**config.mk**
```make
export PLATFORM = sky130hd
export DESIGN_NAME = fsl_loader
export DESIGN_NICKNAME = d
export VERILOG_FILES = /design/src/rtl/fsl_pkg.sv /design/src/rtl/fsl_loader.sv
export SDC_FILE = /design/constraint.sdc
export NUM_CORES = 1
export LEC_CHECK = 0
export BUFFER_PORTS_ARGS = -buffer_cell sky130_fd_sc_hd__buf_2
export CORE_MARGIN = 2
export CORE_UTILIZATION = 54
export CTS_CLUSTER_DIAMETER = 40
export DETAILED_ROUTE_END_ITERATION = 12
export PLACE_DENSITY = 0.76
export RECOVER_POWER = 25
export SLEW_MARGIN = 20
export SYNTH_ARGS = -nofsm -noshare
export SYNTH_HDL_FRONTEND = slang
export SYNTH_SLANG_ARGS = --single-unit
```
**constraint.sdc**
```tcl
create_clock -name clk_in -period 2.55 [get_ports clk_in]
set_input_delay 0.6375 -clock clk_in [delete_from_list [all_inputs] [get_ports clk_in]]
set_output_delay 0.6375 -clock clk_in [all_outputs]
set_load 0.05 [all_outputs]
```
**src/rtl/fsl_pkg.sv**
```systemverilog
// package: offsets, field layouts and types for the flash security/option loader
package fsl_pkg;
	// nonvolatile area addresses (16-bit map)
	localparam logic [15:0] NV_KEY_ADDR = 16'hFFB0;
	localparam logic [15:0] NV_PROT_ADDR = 16'hFFBD;
	localparam logic [15:0] NV_OPT_ADDR = 16'hFFBF;
	// avalon register byte offsets
	localparam logic [7:0] REG_PROT_OFS = 8'h00;
	localparam logic [7:0] REG_OPT_OFS = 8'h04;
	localparam logic [7:0] REG_STAT_OFS = 8'h08;
	localparam logic [7:0] REG_KEYLO_OFS = 8'h0C;
	localparam logic [7:0] REG_KEYHI_OFS = 8'h10;
	localparam logic [7:0] REG_CTRL_OFS = 8'h14;
	// option byte fields
	localparam int OPT_BACKDOOR_KEY_ENABLE_BIT = 7;
	localparam int OPT_SEC_LSB = 0;
	localparam logic [1:0] SEC_UNSECURED = 2'h2;
	// reset values: secured, block protection off
	localparam logic [7:0] PROT_RESET = 8'hFF;
	localparam logic [7:0] OPT_RESET = 8'hFF;
	// status bits
	localparam int STAT_SECURE_BIT = 0;
	localparam int STAT_KEY_OK_BIT = 1;
	localparam int STAT_ERASED_BIT = 2;
	localparam int STAT_LOADED_BIT = 3;
	localparam int STAT_KEY_FAIL_BIT = 4;
	// ctrl bits
	localparam int CTRL_KEY_GO_BIT = 0;
	// unmapped read value
	localparam logic [31:0] UNMAPPED_RD = 32'h0000_0000;

	typedef enum logic [2:0] {
		FSL_LD_IDLE = 3'b000,
		FSL_LD_PROT = 3'b001,
		FSL_LD_OPT = 3'b010,
		FSL_LD_KEY = 3'b011,
		FSL_LD_DONE = 3'b100
	} fsl_ld_e;

	// one memory access request at the gate
	typedef struct packed {
		logic req;
		logic background_debug_mode;
		logic from_secure;
		logic is_ram;
	} fsl_acc_s;
endpackage

```
**src/rtl/fsl_loader.sv**
```systemverilog
// flash security and option loader with avalon-mm register slave
//
// The Avalon-MM register port was left to the implementer.
`timescale 1ns/1ps

// Summary of operation
// every reset reloads stored protect and option bytes into working copies
// key enable one lets the 8-byte stored key unsecure until next reset
// key entry accepted only from secure code, never from background debug
// key enable zero disables key comparison entirely
// without key, only mass erase plus passing blank check unsecures
// security field value 1:0 means unsecured
// ram contents kept through wait and both stop modes
// resets leave ram untouched; power-on ram contents undefined
// while secured, block ram access by background debug or non-secure code
// any other field value, including erased byte, means secured
module fsl_loader #(
	parameter int NV_WIDTH = 8
) (
	input wire logic clk_in,
	input wire logic nrst_in,
	// nonvolatile area read port
	output logic [15:0] nv_addr_out,
	output logic nv_rd_out,
	input wire logic [NV_WIDTH-1:0] nv_data_in,
	input wire logic nv_valid_in,
	// flash engine results
	input wire logic mass_erase_done_in,
	input wire logic blank_ok_in,
	// access gate
	input wire fsl_pkg::fsl_acc_s acc_in,
	input wire logic exec_secure_in,
	input wire logic bdm_active_in,
	output logic acc_grant_out,
	output logic acc_deny_out,
	output logic secure_out,
	output logic [7:0] block_protect_out,
	// avalon-mm slave
	input wire logic [7:0] avs_address,
	input wire logic avs_read,
	input wire logic avs_write,
	input wire logic [31:0] avs_writedata,
	input wire logic [3:0] avs_byteenable,
	output logic [31:0] avs_readdata,
	output logic avs_waitrequest
);
	// ==========================================================
	// state
	// ==========================================================
	fsl_pkg::fsl_ld_e ld_state_r;
	logic [2:0] key_idx_r;
	logic [7:0] block_protect_working_r;
	logic [7:0] security_options_working_r;
	logic [63:0] backdoor_compare_key_r;
	logic [63:0] key_entry_r;
	logic key_unsecured_r;
	logic erase_seen_r;
	logic erase_unsecured_r;
	logic key_fail_r;
	logic key_go;
	logic secure_now;
	logic key_en;
	logic loaded;
	logic secured;
	logic [31:0] stat_word;
	logic rd_ack_r;
	logic wr_ack_r;

	assign key_en = security_options_working_r[fsl_pkg::OPT_BACKDOOR_KEY_ENABLE_BIT];
	assign loaded = (ld_state_r == fsl_pkg::FSL_LD_DONE);
	// only exact 1:0 is unsecured; erased ff or others stay secured
	assign secure_now = (security_options_working_r[fsl_pkg::OPT_SEC_LSB +: 2]
		!= fsl_pkg::SEC_UNSECURED) && !key_unsecured_r && !erase_unsecured_r;
	// held secured until the whole nonvolatile load is in
	assign secured = secure_now || !loaded;

	// ==========================================================
	// reset loader
	// ==========================================================
	// sequencer: protect byte, option byte, then eight key bytes
	always_ff @(posedge clk_in or negedge nrst_in) begin
		if (!nrst_in) begin
			ld_state_r <= fsl_pkg::FSL_LD_IDLE;
		end else begin
			case (ld_state_r)
				fsl_pkg::FSL_LD_IDLE: begin
					ld_state_r <= fsl_pkg::FSL_LD_PROT;
				end
				fsl_pkg::FSL_LD_PROT: begin
					if (nv_valid_in) begin
						ld_state_r <= fsl_pkg::FSL_LD_OPT;
					end
				end
				fsl_pkg::FSL_LD_OPT: begin
					if (nv_valid_in) begin
						ld_state_r <= fsl_pkg::FSL_LD_KEY;
					end
				end
				fsl_pkg::FSL_LD_KEY: begin
					if (nv_valid_in && key_idx_r == 3'h7) begin
						ld_state_r <= fsl_pkg::FSL_LD_DONE;
					end
				end
				fsl_pkg::FSL_LD_DONE: begin
					ld_state_r <= fsl_pkg::FSL_LD_DONE;
				end
				default: begin
					ld_state_r <= fsl_pkg::FSL_LD_IDLE;
				end
			endcase
		end
	end

	// key byte index, one step per key byte taken
	always_ff @(posedge clk_in or negedge nrst_in) begin
		if (!nrst_in) begin
			key_idx_r <= 3'h0;
		end else if (ld_state_r == fsl_pkg::FSL_LD_KEY && nv_valid_in) begin
			key_idx_r <= key_idx_r + 3'h1;
		end
	end

	// working copies of protect and option bytes
	always_ff @(posedge clk_in or negedge nrst_in) begin
		if (!nrst_in) begin
			block_protect_working_r <= fsl_pkg::PROT_RESET;
			security_options_working_r <= fsl_pkg::OPT_RESET;
		end else if (nv_valid_in) begin
			if (ld_state_r == fsl_pkg::FSL_LD_PROT) begin
				block_protect_working_r <= nv_data_in[7:0];
			end
			if (ld_state_r == fsl_pkg::FSL_LD_OPT) begin
				security_options_working_r <= nv_data_in[7:0];
			end
		end
	end

	// stored comparison key, byte i at bits 8i
	always_ff @(posedge clk_in or negedge nrst_in) begin
		if (!nrst_in) begin
			backdoor_compare_key_r <= 64'h0;
		end else if (ld_state_r == fsl_pkg::FSL_LD_KEY && nv_valid_in) begin
			backdoor_compare_key_r[key_idx_r*8 +: 8] <= nv_data_in[7:0];
		end
	end

	// nonvolatile read address, registered
	always_ff @(posedge clk_in or negedge nrst_in) begin
		if (!nrst_in) begin
			nv_addr_out <= 16'h0000;
			nv_rd_out <= 1'b0;
		end else begin
			case (ld_state_r)
				fsl_pkg::FSL_LD_IDLE: begin
					nv_addr_out <= fsl_pkg::NV_PROT_ADDR;
					nv_rd_out <= 1'b1;
				end
				fsl_pkg::FSL_LD_PROT: begin
					if (nv_valid_in) begin
						nv_addr_out <= fsl_pkg::NV_OPT_ADDR;
					end
				end
				fsl_pkg::FSL_LD_OPT: begin
					if (nv_valid_in) begin
						nv_addr_out <= fsl_pkg::NV_KEY_ADDR;
					end
				end
				fsl_pkg::FSL_LD_KEY: begin
					if (nv_valid_in) begin
						nv_addr_out <= fsl_pkg::NV_KEY_ADDR + {13'h0, key_idx_r + 3'h1};
						if (key_idx_r == 3'h7) begin
							nv_rd_out <= 1'b0;
						end
					end
				end
				default: begin
					nv_rd_out <= 1'b0;
				end
			endcase
		end
	end

	// ==========================================================
	// backdoor key and erase unsecure
	// ==========================================================
	// key trigger: bus write to ctrl from secure code, not debug
	assign key_go = wr_ack_r && (avs_address == fsl_pkg::REG_CTRL_OFS)
		&& avs_writedata[fsl_pkg::CTRL_KEY_GO_BIT] && avs_byteenable[0]
		&& exec_secure_in && !bdm_active_in;

	always_ff @(posedge clk_in or negedge nrst_in) begin
		if (!nrst_in) begin
			key_unsecured_r <= 1'b0;
			key_fail_r <= 1'b0;
		end else if (key_go && loaded) begin
			if (key_en && (key_entry_r == backdoor_compare_key_r)) begin
				key_unsecured_r <= 1'b1;
			end else begin
				key_fail_r <= 1'b1;
			end
		end
	end

	always_ff @(posedge clk_in or negedge nrst_in) begin
		if (!nrst_in) begin
			erase_seen_r <= 1'b0;
			erase_unsecured_r <= 1'b0;
		end else begin
			if (mass_erase_done_in) begin
				erase_seen_r <= 1'b1;
			end
			if ((erase_seen_r || mass_erase_done_in) && blank_ok_in) begin
				erase_unsecured_r <= 1'b1;
			end
		end
	end

	// ==========================================================
	// access gate
	// ==========================================================
	// ram itself is outside: this block never writes or clears it
	always_ff @(posedge clk_in or negedge nrst_in) begin
		if (!nrst_in) begin
			secure_out <= 1'b1;
		end else begin
			secure_out <= secured;
		end
	end

	always_ff @(posedge clk_in or negedge nrst_in) begin
		if (!nrst_in) begin
			block_protect_out <= fsl_pkg::PROT_RESET;
		end else begin
			block_protect_out <= block_protect_working_r;
		end
	end

	// decided from the registered level, so reported and enforced state agree
	always_ff @(posedge clk_in or negedge nrst_in) begin
		if (!nrst_in) begin
			acc_grant_out <= 1'b0;
			acc_deny_out <= 1'b0;
		end else if (acc_in.req && secure_out
			&& (acc_in.background_debug_mode || !acc_in.from_secure)) begin
			acc_grant_out <= 1'b0;
			acc_deny_out <= 1'b1;
		end else begin
			acc_grant_out <= acc_in.req;
			acc_deny_out <= 1'b0;
		end
	end

	// ==========================================================
	// avalon-mm slave: one wait cycle, ack on second cycle
	// ==========================================================
	always_ff @(posedge clk_in or negedge nrst_in) begin
		if (!nrst_in) begin
			rd_ack_r <= 1'b0;
			wr_ack_r <= 1'b0;
		end else begin
			rd_ack_r <= avs_read && !rd_ack_r;
			wr_ack_r <= avs_write && !wr_ack_r;
		end
	end

	always_ff @(posedge clk_in or negedge nrst_in) begin
		if (!nrst_in) begin
			avs_waitrequest <= 1'b1;
		end else begin
			avs_waitrequest <= !((avs_read && !rd_ack_r) || (avs_write && !wr_ack_r));
		end
	end

	// key entry written only by secure non-debug code
	always_ff @(posedge clk_in or negedge nrst_in) begin
		if (!nrst_in) begin
			key_entry_r <= 64'h0;
		end else if (wr_ack_r && exec_secure_in && !bdm_active_in) begin
			for (int i = 0; i < 4; i++) begin
				if (avs_byteenable[i] && avs_address == fsl_pkg::REG_KEYLO_OFS) begin
					key_entry_r[i*8 +: 8] <= avs_writedata[i*8 +: 8];
				end
				if (avs_byteenable[i] && avs_address == fsl_pkg::REG_KEYHI_OFS) begin
					key_entry_r[32+i*8 +: 8] <= avs_writedata[i*8 +: 8];
				end
			end
		end
	end

	// status word from named bit positions
	always_comb begin
		stat_word = 32'h0000_0000;
		stat_word[fsl_pkg::STAT_SECURE_BIT] = secured;
		stat_word[fsl_pkg::STAT_KEY_OK_BIT] = key_unsecured_r;
		stat_word[fsl_pkg::STAT_ERASED_BIT] = erase_unsecured_r;
		stat_word[fsl_pkg::STAT_LOADED_BIT] = loaded;
		stat_word[fsl_pkg::STAT_KEY_FAIL_BIT] = key_fail_r;
	end

	always_ff @(posedge clk_in or negedge nrst_in) begin
		if (!nrst_in) begin
			avs_readdata <= 32'h0;
		end else if (avs_read && !rd_ack_r) begin
			case (avs_address)
				fsl_pkg::REG_PROT_OFS: avs_readdata <= {24'h0, block_protect_working_r};
				fsl_pkg::REG_OPT_OFS: avs_readdata <= {24'h0, security_options_working_r};
				fsl_pkg::REG_STAT_OFS: avs_readdata <= stat_word;
				default: avs_readdata <= fsl_pkg::UNMAPPED_RD;
			endcase
		end
	end
endmodule

```
# Yosys cells after proc, flatten, opt, wreduce, memory -nomap -nowiden
# Index checks and enable logic that the tools add are counted.
[totals] register_bits=217 in_bits=65 wordCells=123
[classes] n_addsub=3 n_eq_ne=17 shift=2 n_mux=15 bitwise_logic=2 n_reduce_logical=57
[op_table] op="bitwise mux 64 bit" n=1
[op_table] op="equality test 64 bit" n=1
[op_table] op="one-hot mux 16 bit (4 select lines)" n=1
[op_table] op="variable shift 8 x 34 -> 64 bit (first input constant)" n=1
[op_table] op="variable part select 8 x 34 -> 64 bit" n=1
[op_table] op="two-way mux 16 bit" n=3
[op_table] op="negation 6 -> 34 bit" n=1
[op_table] op="logical AND 1 bit" n=26
[op_table] op="one-hot mux 8 bit (3 select lines)" n=1
[op_table] op="AND reduction 2 bit" n=12
[op_table] op="equality test 8 x 4 -> 1 bit (second input constant)" n=2
[op_table] op="equality test 8 x 5 -> 1 bit (second input constant)" n=2
[op_table] op="one-hot mux 3 bit (5 select lines)" n=1
[op_table] op="!= test 2 bit (second input constant)" n=6
[op_table] op="adder 8 x 4 -> 9 bit (first input constant)" n=1
[op_table] op="two-way mux 3 bit" n=3
[op_table] op="equality test 8 x 3 -> 1 bit (second input constant)" n=1
[op_table] op="zero test 1 bit" n=8
[op_table] op="zero test 8 bit" n=1
[op_table] op="equality test 3 x 2 -> 1 bit (second input constant)" n=2
[op_table] op="equality test 3 bit (second input constant)" n=2
[op_table] op="AND reduction 3 bit" n=2
[op_table] op="logical OR 1 bit" n=4
[op_table] op="two-way mux 1 bit" n=4
[op_table] op="other kinds (8)" n=9

# Longest topological paths before layout
[logic_depth] ltp_word=8 mapped_depth=10

# Least setup slack after synthesis
# Ideal clock, no wire load.
[synth_timing] path_type="register to register" startpoint="register key_idx_r[0]" endpoint="register backdoor_compare_key_r[16]" setup_time_ns=0.125 arrival_ns=2.170 t_required_ns=2.425 setup_slack_ns=0.255 path_stages_with_launch=9 path_cell_list="dfrtp_1 -> clkbuf_1 -> inv_1 -> ha_1 -> ha_1 -> nor2_2 -> o211ai_4 -> nor2_4 -> mux2_2"
[synth_between] elab_chain_len=3
[synth_lines] item="start, declared" line_no="fsl_loader.sv:51" text="logic [2:0] key_idx_r;"
[synth_lines] item="start signal, assigned" line_no="fsl_loader.sv:119" text="key_idx_r <= key_idx_r + 3'h1;"
[synth_lines] item="negation 6 -> 34 bit (*)" line_no="fsl_loader.sv:143" text="backdoor_compare_key_r[key_idx_r*8 +: 8] <= nv_data_in[7:0];"
[synth_lines] item="variable part select 8 x 34 -> 64 bit or variable shift 8 x 34 -> 64 bit (tied branches)" line_no="fsl_loader.sv:143"
[synth_lines] item="bitwise mux 64 bit (*)" line_no="fsl_loader.sv:143"
[synth_lines] item="end signal, assigned by index" line_no="fsl_loader.sv:143"
[synth_lines] item="end, declared" line_no="fsl_loader.sv:54" text="logic [63:0] backdoor_compare_key_r;"
# Mark *: on every way between the ends. The rest lies on a longest branch, timed or not.
# A chain may end at the register's enable or synchronous reset.

# Worst setup path after layout
[layout_timing] startpoint="register backdoor_compare_key_r[4]" endpoint="register key_fail_r"
[layout_between] elab_chain_len=4
[layout_lines] item="equality test 64 bit" line_no="fsl_loader.sv:196" text="if (key_en && (key_entry_r == backdoor_compare_key_r)) begin"
[layout_lines] item="logical AND 1 bit" line_no="fsl_loader.sv:196"
[layout_lines] item="NOT 1 bit (no line)"
[layout_lines] item="AND reduction 2 bit (no line)"
[layout_lines] item="end signal, assigned" line_no="fsl_loader.sv:194" text="key_fail_r <= 1'b0;"
[layout_lines] item="end signal, assigned" line_no="fsl_loader.sv:199" text="key_fail_r <= 1'b1;"
[layout_lines] item="end, declared" line_no="fsl_loader.sv:59" text="logic key_fail_r;"
# Every way passes these cells.

==> summary.txt <==
Hold path
  – Hold crit path type: reg -> reg

Layout
  – Final net count: roughly 850
  – Most common cell after layout, fill and taps aside: dfrtp_1
  – Area delta synth->final: 14.4%
  – Antenna diodes: 0
  – Layout cell share with drive strength beyond 1: 38.6%
  – Fill cell count: between 1000 and 1500
  – Most frequent cells in the layout: dfrtp_1, mux2_2, buf_2

Clocking
  – Clock sink total: 182
  – Post-CTS Resized: 0
  – CTS tree: done
  – Clk buf depth: 2
  – # hold bufs at CTS: 0
  – Clock Pin Slew Worst Setup and Hold Paths: 70 ps
  – Post-CTS Setup Bufs: 0
  – Htree depth: 4
  – Num CTS Buffers: 17
  – CTS root buffer: clkbuf_16
  – Clock Latency Late Sink: approximately 440 ps

Pwr
  – Peak supply drop: between 500 and 600 uV
  – Pwr Total: 9.85 mW
  – Leak: ~4.8 nW
  – PD cells: slightly above 1000 nW/um2

STA
  – RSZ-0062 raised after global routing: false
  – Share of the clock period used by the worst path: between 80 and 90%
  – Final Setup Violations: 0
  – Minimum clock period: 2290 ps
  – Clk_skew: ~8.6 ps
  – Fmax: 437 MHz
  – Setup slack after layout: 260 ps
  – Fin. max-slew vios: 0
  – Sum Neg Setup Slack: 0 ps
  – Slew headroom: 7.65%
  – Fin. Hold Viols: 0
  – Worst-margin pin slew: between 1000 and 1500 ps

Detailed routing
  – Drt wl/cell: around 19 um
  – Initial DRC count: 321
  – WL final: about 19000 um
  – Vias/cell: roughly 5.6
  – Residual DRC: 0
  – Vias: 5442
  – Post-route antenna net violation count: 0
  – Drt pass-1 iters: 4

Logic synthesis
  – Post-synth EDFFs: 0
  – Post-synth top area share: a little under half
  – Sequential area share after synthesis: approximately 55%
  – Share of flip-flops with an asynchronous set or reset: 100%
  – Cell area after synthesis: slightly above 8000 um2
  – Compound-gate portion of the synthesized area: between 4 and 5%
  – Largest family of logic cells by synthesized area: multiplexers
  – XOR/XNOR share of the synthesized area: about 5.4%
  – Ys Warns: 0
  – Synth Area in Simple Gates: around 11%
  – Top cells by area, synth: dfrtp_1, mux2_2, dfstp_2, xor2_1, buf_4
  – #FFs+latches synth: 182
  – Fraction of synthesized area in multiplexers: roughly 17%
  – Mapped Cells: 676
  – Area leader, netlist: dfrtp_1
  – Synthesized area per cell: 12.3 um2
  – Synth Flop Type: dfrtp_1
  – Post-Synth Adder-Cell Area: less than 1%
  – Synth cell types: between 50 and 60

Setup path
  – Crit-path max FO: 3
  – Type of the worst setup path: reg -> reg
  – Worst path arrival time: approximately 2600 ps
  – CP Launch Type: flip-flop
  – Nature of the critical path endpoint: flip-flop
  – CP required: between 2000 and 3000 ps

Placement
  – Buffers added on ports: about 100
  – Pre-CTS setup slack: between 200 and 250 ps
  – HPWL Detailed: between 10000 and 15000 um
  – Gpl congestion: between 0.9 and 1

Flow run
  – Max-cap viol count: 0

Floorplan
  – Die height: roughly 130 um
  – Die Wd: approximately 130 um
  – Io pins: 126
  – Full die area: about 16000 um2
  – Initial core utilization: between 50% and 60%
  – FP Rows: 45
  – Core area: roughly 15000 um2

Global route
  – Tot GR Track Use: roughly 24%
  – Pin count of the biggest net entering global routing: 59
  – Gr ovfl total: 0
  – First-pass GRT wire length: 29400 um
  – Vias in the first global route: roughly 5500
  – Initial antenna violation count: 1

Outcome
  – Status: complete, no violations
metal layers:
layer / global-route usage, % / vias up / wire length (um)
li1: - / 2462 / -
met1: 30.5 / 2703 / 7950
met2: 39.2 / 225 / 8900
met3: 6.22 / 50 / 1250
met4: 10.7 / 2 / 666
met5: 0 / - / 8
synth_stat cells, types with 3 or more instances:
cell type,number
dfrtp_1,156
mux2_2,110
nand2_1,54
xor2_1,50
buf_4,39
inv_1,33
o21ai_0,29
dfstp_2,26
nand3_1,24
nor2_1,16
nor4_1,12
clkbuf_1,11
mux2i_1,8
nand3_2,8
nor2b_1,8
a22o_1,7
mux2_4,7
nand2b_1,7
a21oi_1,6
nor3_1,5
ha_1,4
nor2_4,4
nor3_2,4
o22ai_1,4
a31oi_1,3
buf_2,3
nand4_1,3
state kept, by name, indices dropped and copies added (netlist names), 3 cells and up:
register,cells
block_protect_out,8
key_idx_r,3
nv_addr_out,5
block_protect_working_r,8
key_entry_r,64
security_options_working_r,8
backdoor_compare_key_r,64
ld_state_r,3
avs_readdata,8
area by class of cell:
type	count	area (um2)	share of cell area (%)
flip-flops and latches	182	4590	48.2
multi-input cells	428	3310	34.9
repair buffers	117	631	6.63
clock buffers	22	474	4.99
well taps	188	235	2.47
clock inverters	10	145	1.53
inverters	33	124	1.30
worst paths after layout:
check	to	start	cells after the start	slack, ps
max	key_fail_r$_DFFE_PN0P_	backdoor_compare_key_r[4]$_DFFE_PN0P_	5	260
min	block_protect_out[3]$_DFF_PN1_	block_protect_working_r[3]$_DFFE_PN1P_	0	380
max reg2reg	key_fail_r$_DFFE_PN0P_	backdoor_compare_key_r[4]$_DFFE_PN0P_	5	260
min reg2reg	block_protect_out[3]$_DFF_PN1_	block_protect_working_r[3]$_DFFE_PN1P_	0	380
max in group asynchronous	backdoor_compare_key_r[42]$_DFFE_PN0P_	nrst_in	2	520
min in group asynchronous	nv_rd_out$_DFFE_PN0P_	nrst_in	1	510
cells by family after synthesis:
group           after synthesis
other cells                   1
flops                       182
fa+ha+maj                     4
compound gates               63
buf+inv                      90
simple gates                160
mux                         125
xor+xnor                     51
per-stage QoR:
step	instances	instance area [um2]	utilization [%]	hold WS (ps)
global placement	948	8920	58.9	364
global route	980	9510	62.8	392
floorplan	700	8400	-	342
CTS	980	9540	63.0	182
detailed placement	948	8920	58.9	366
finish	980	9510	62.8	380
worst max-delay path, stage by stage, from the launching register on:
cell	delay, ps
dfrtp_1	400
nor2b_1	140
a2111oi_0	590
nand4_1	190
nor4_1	660
a31oi_1	160
power breakdown:
part           internal (mW)  switching, mW
combinational           1.12           1.75
sequential              3.72          0.501
clock                   1.63           1.12
total                   6.48           3.37
(Power assumes the default switching activity.)
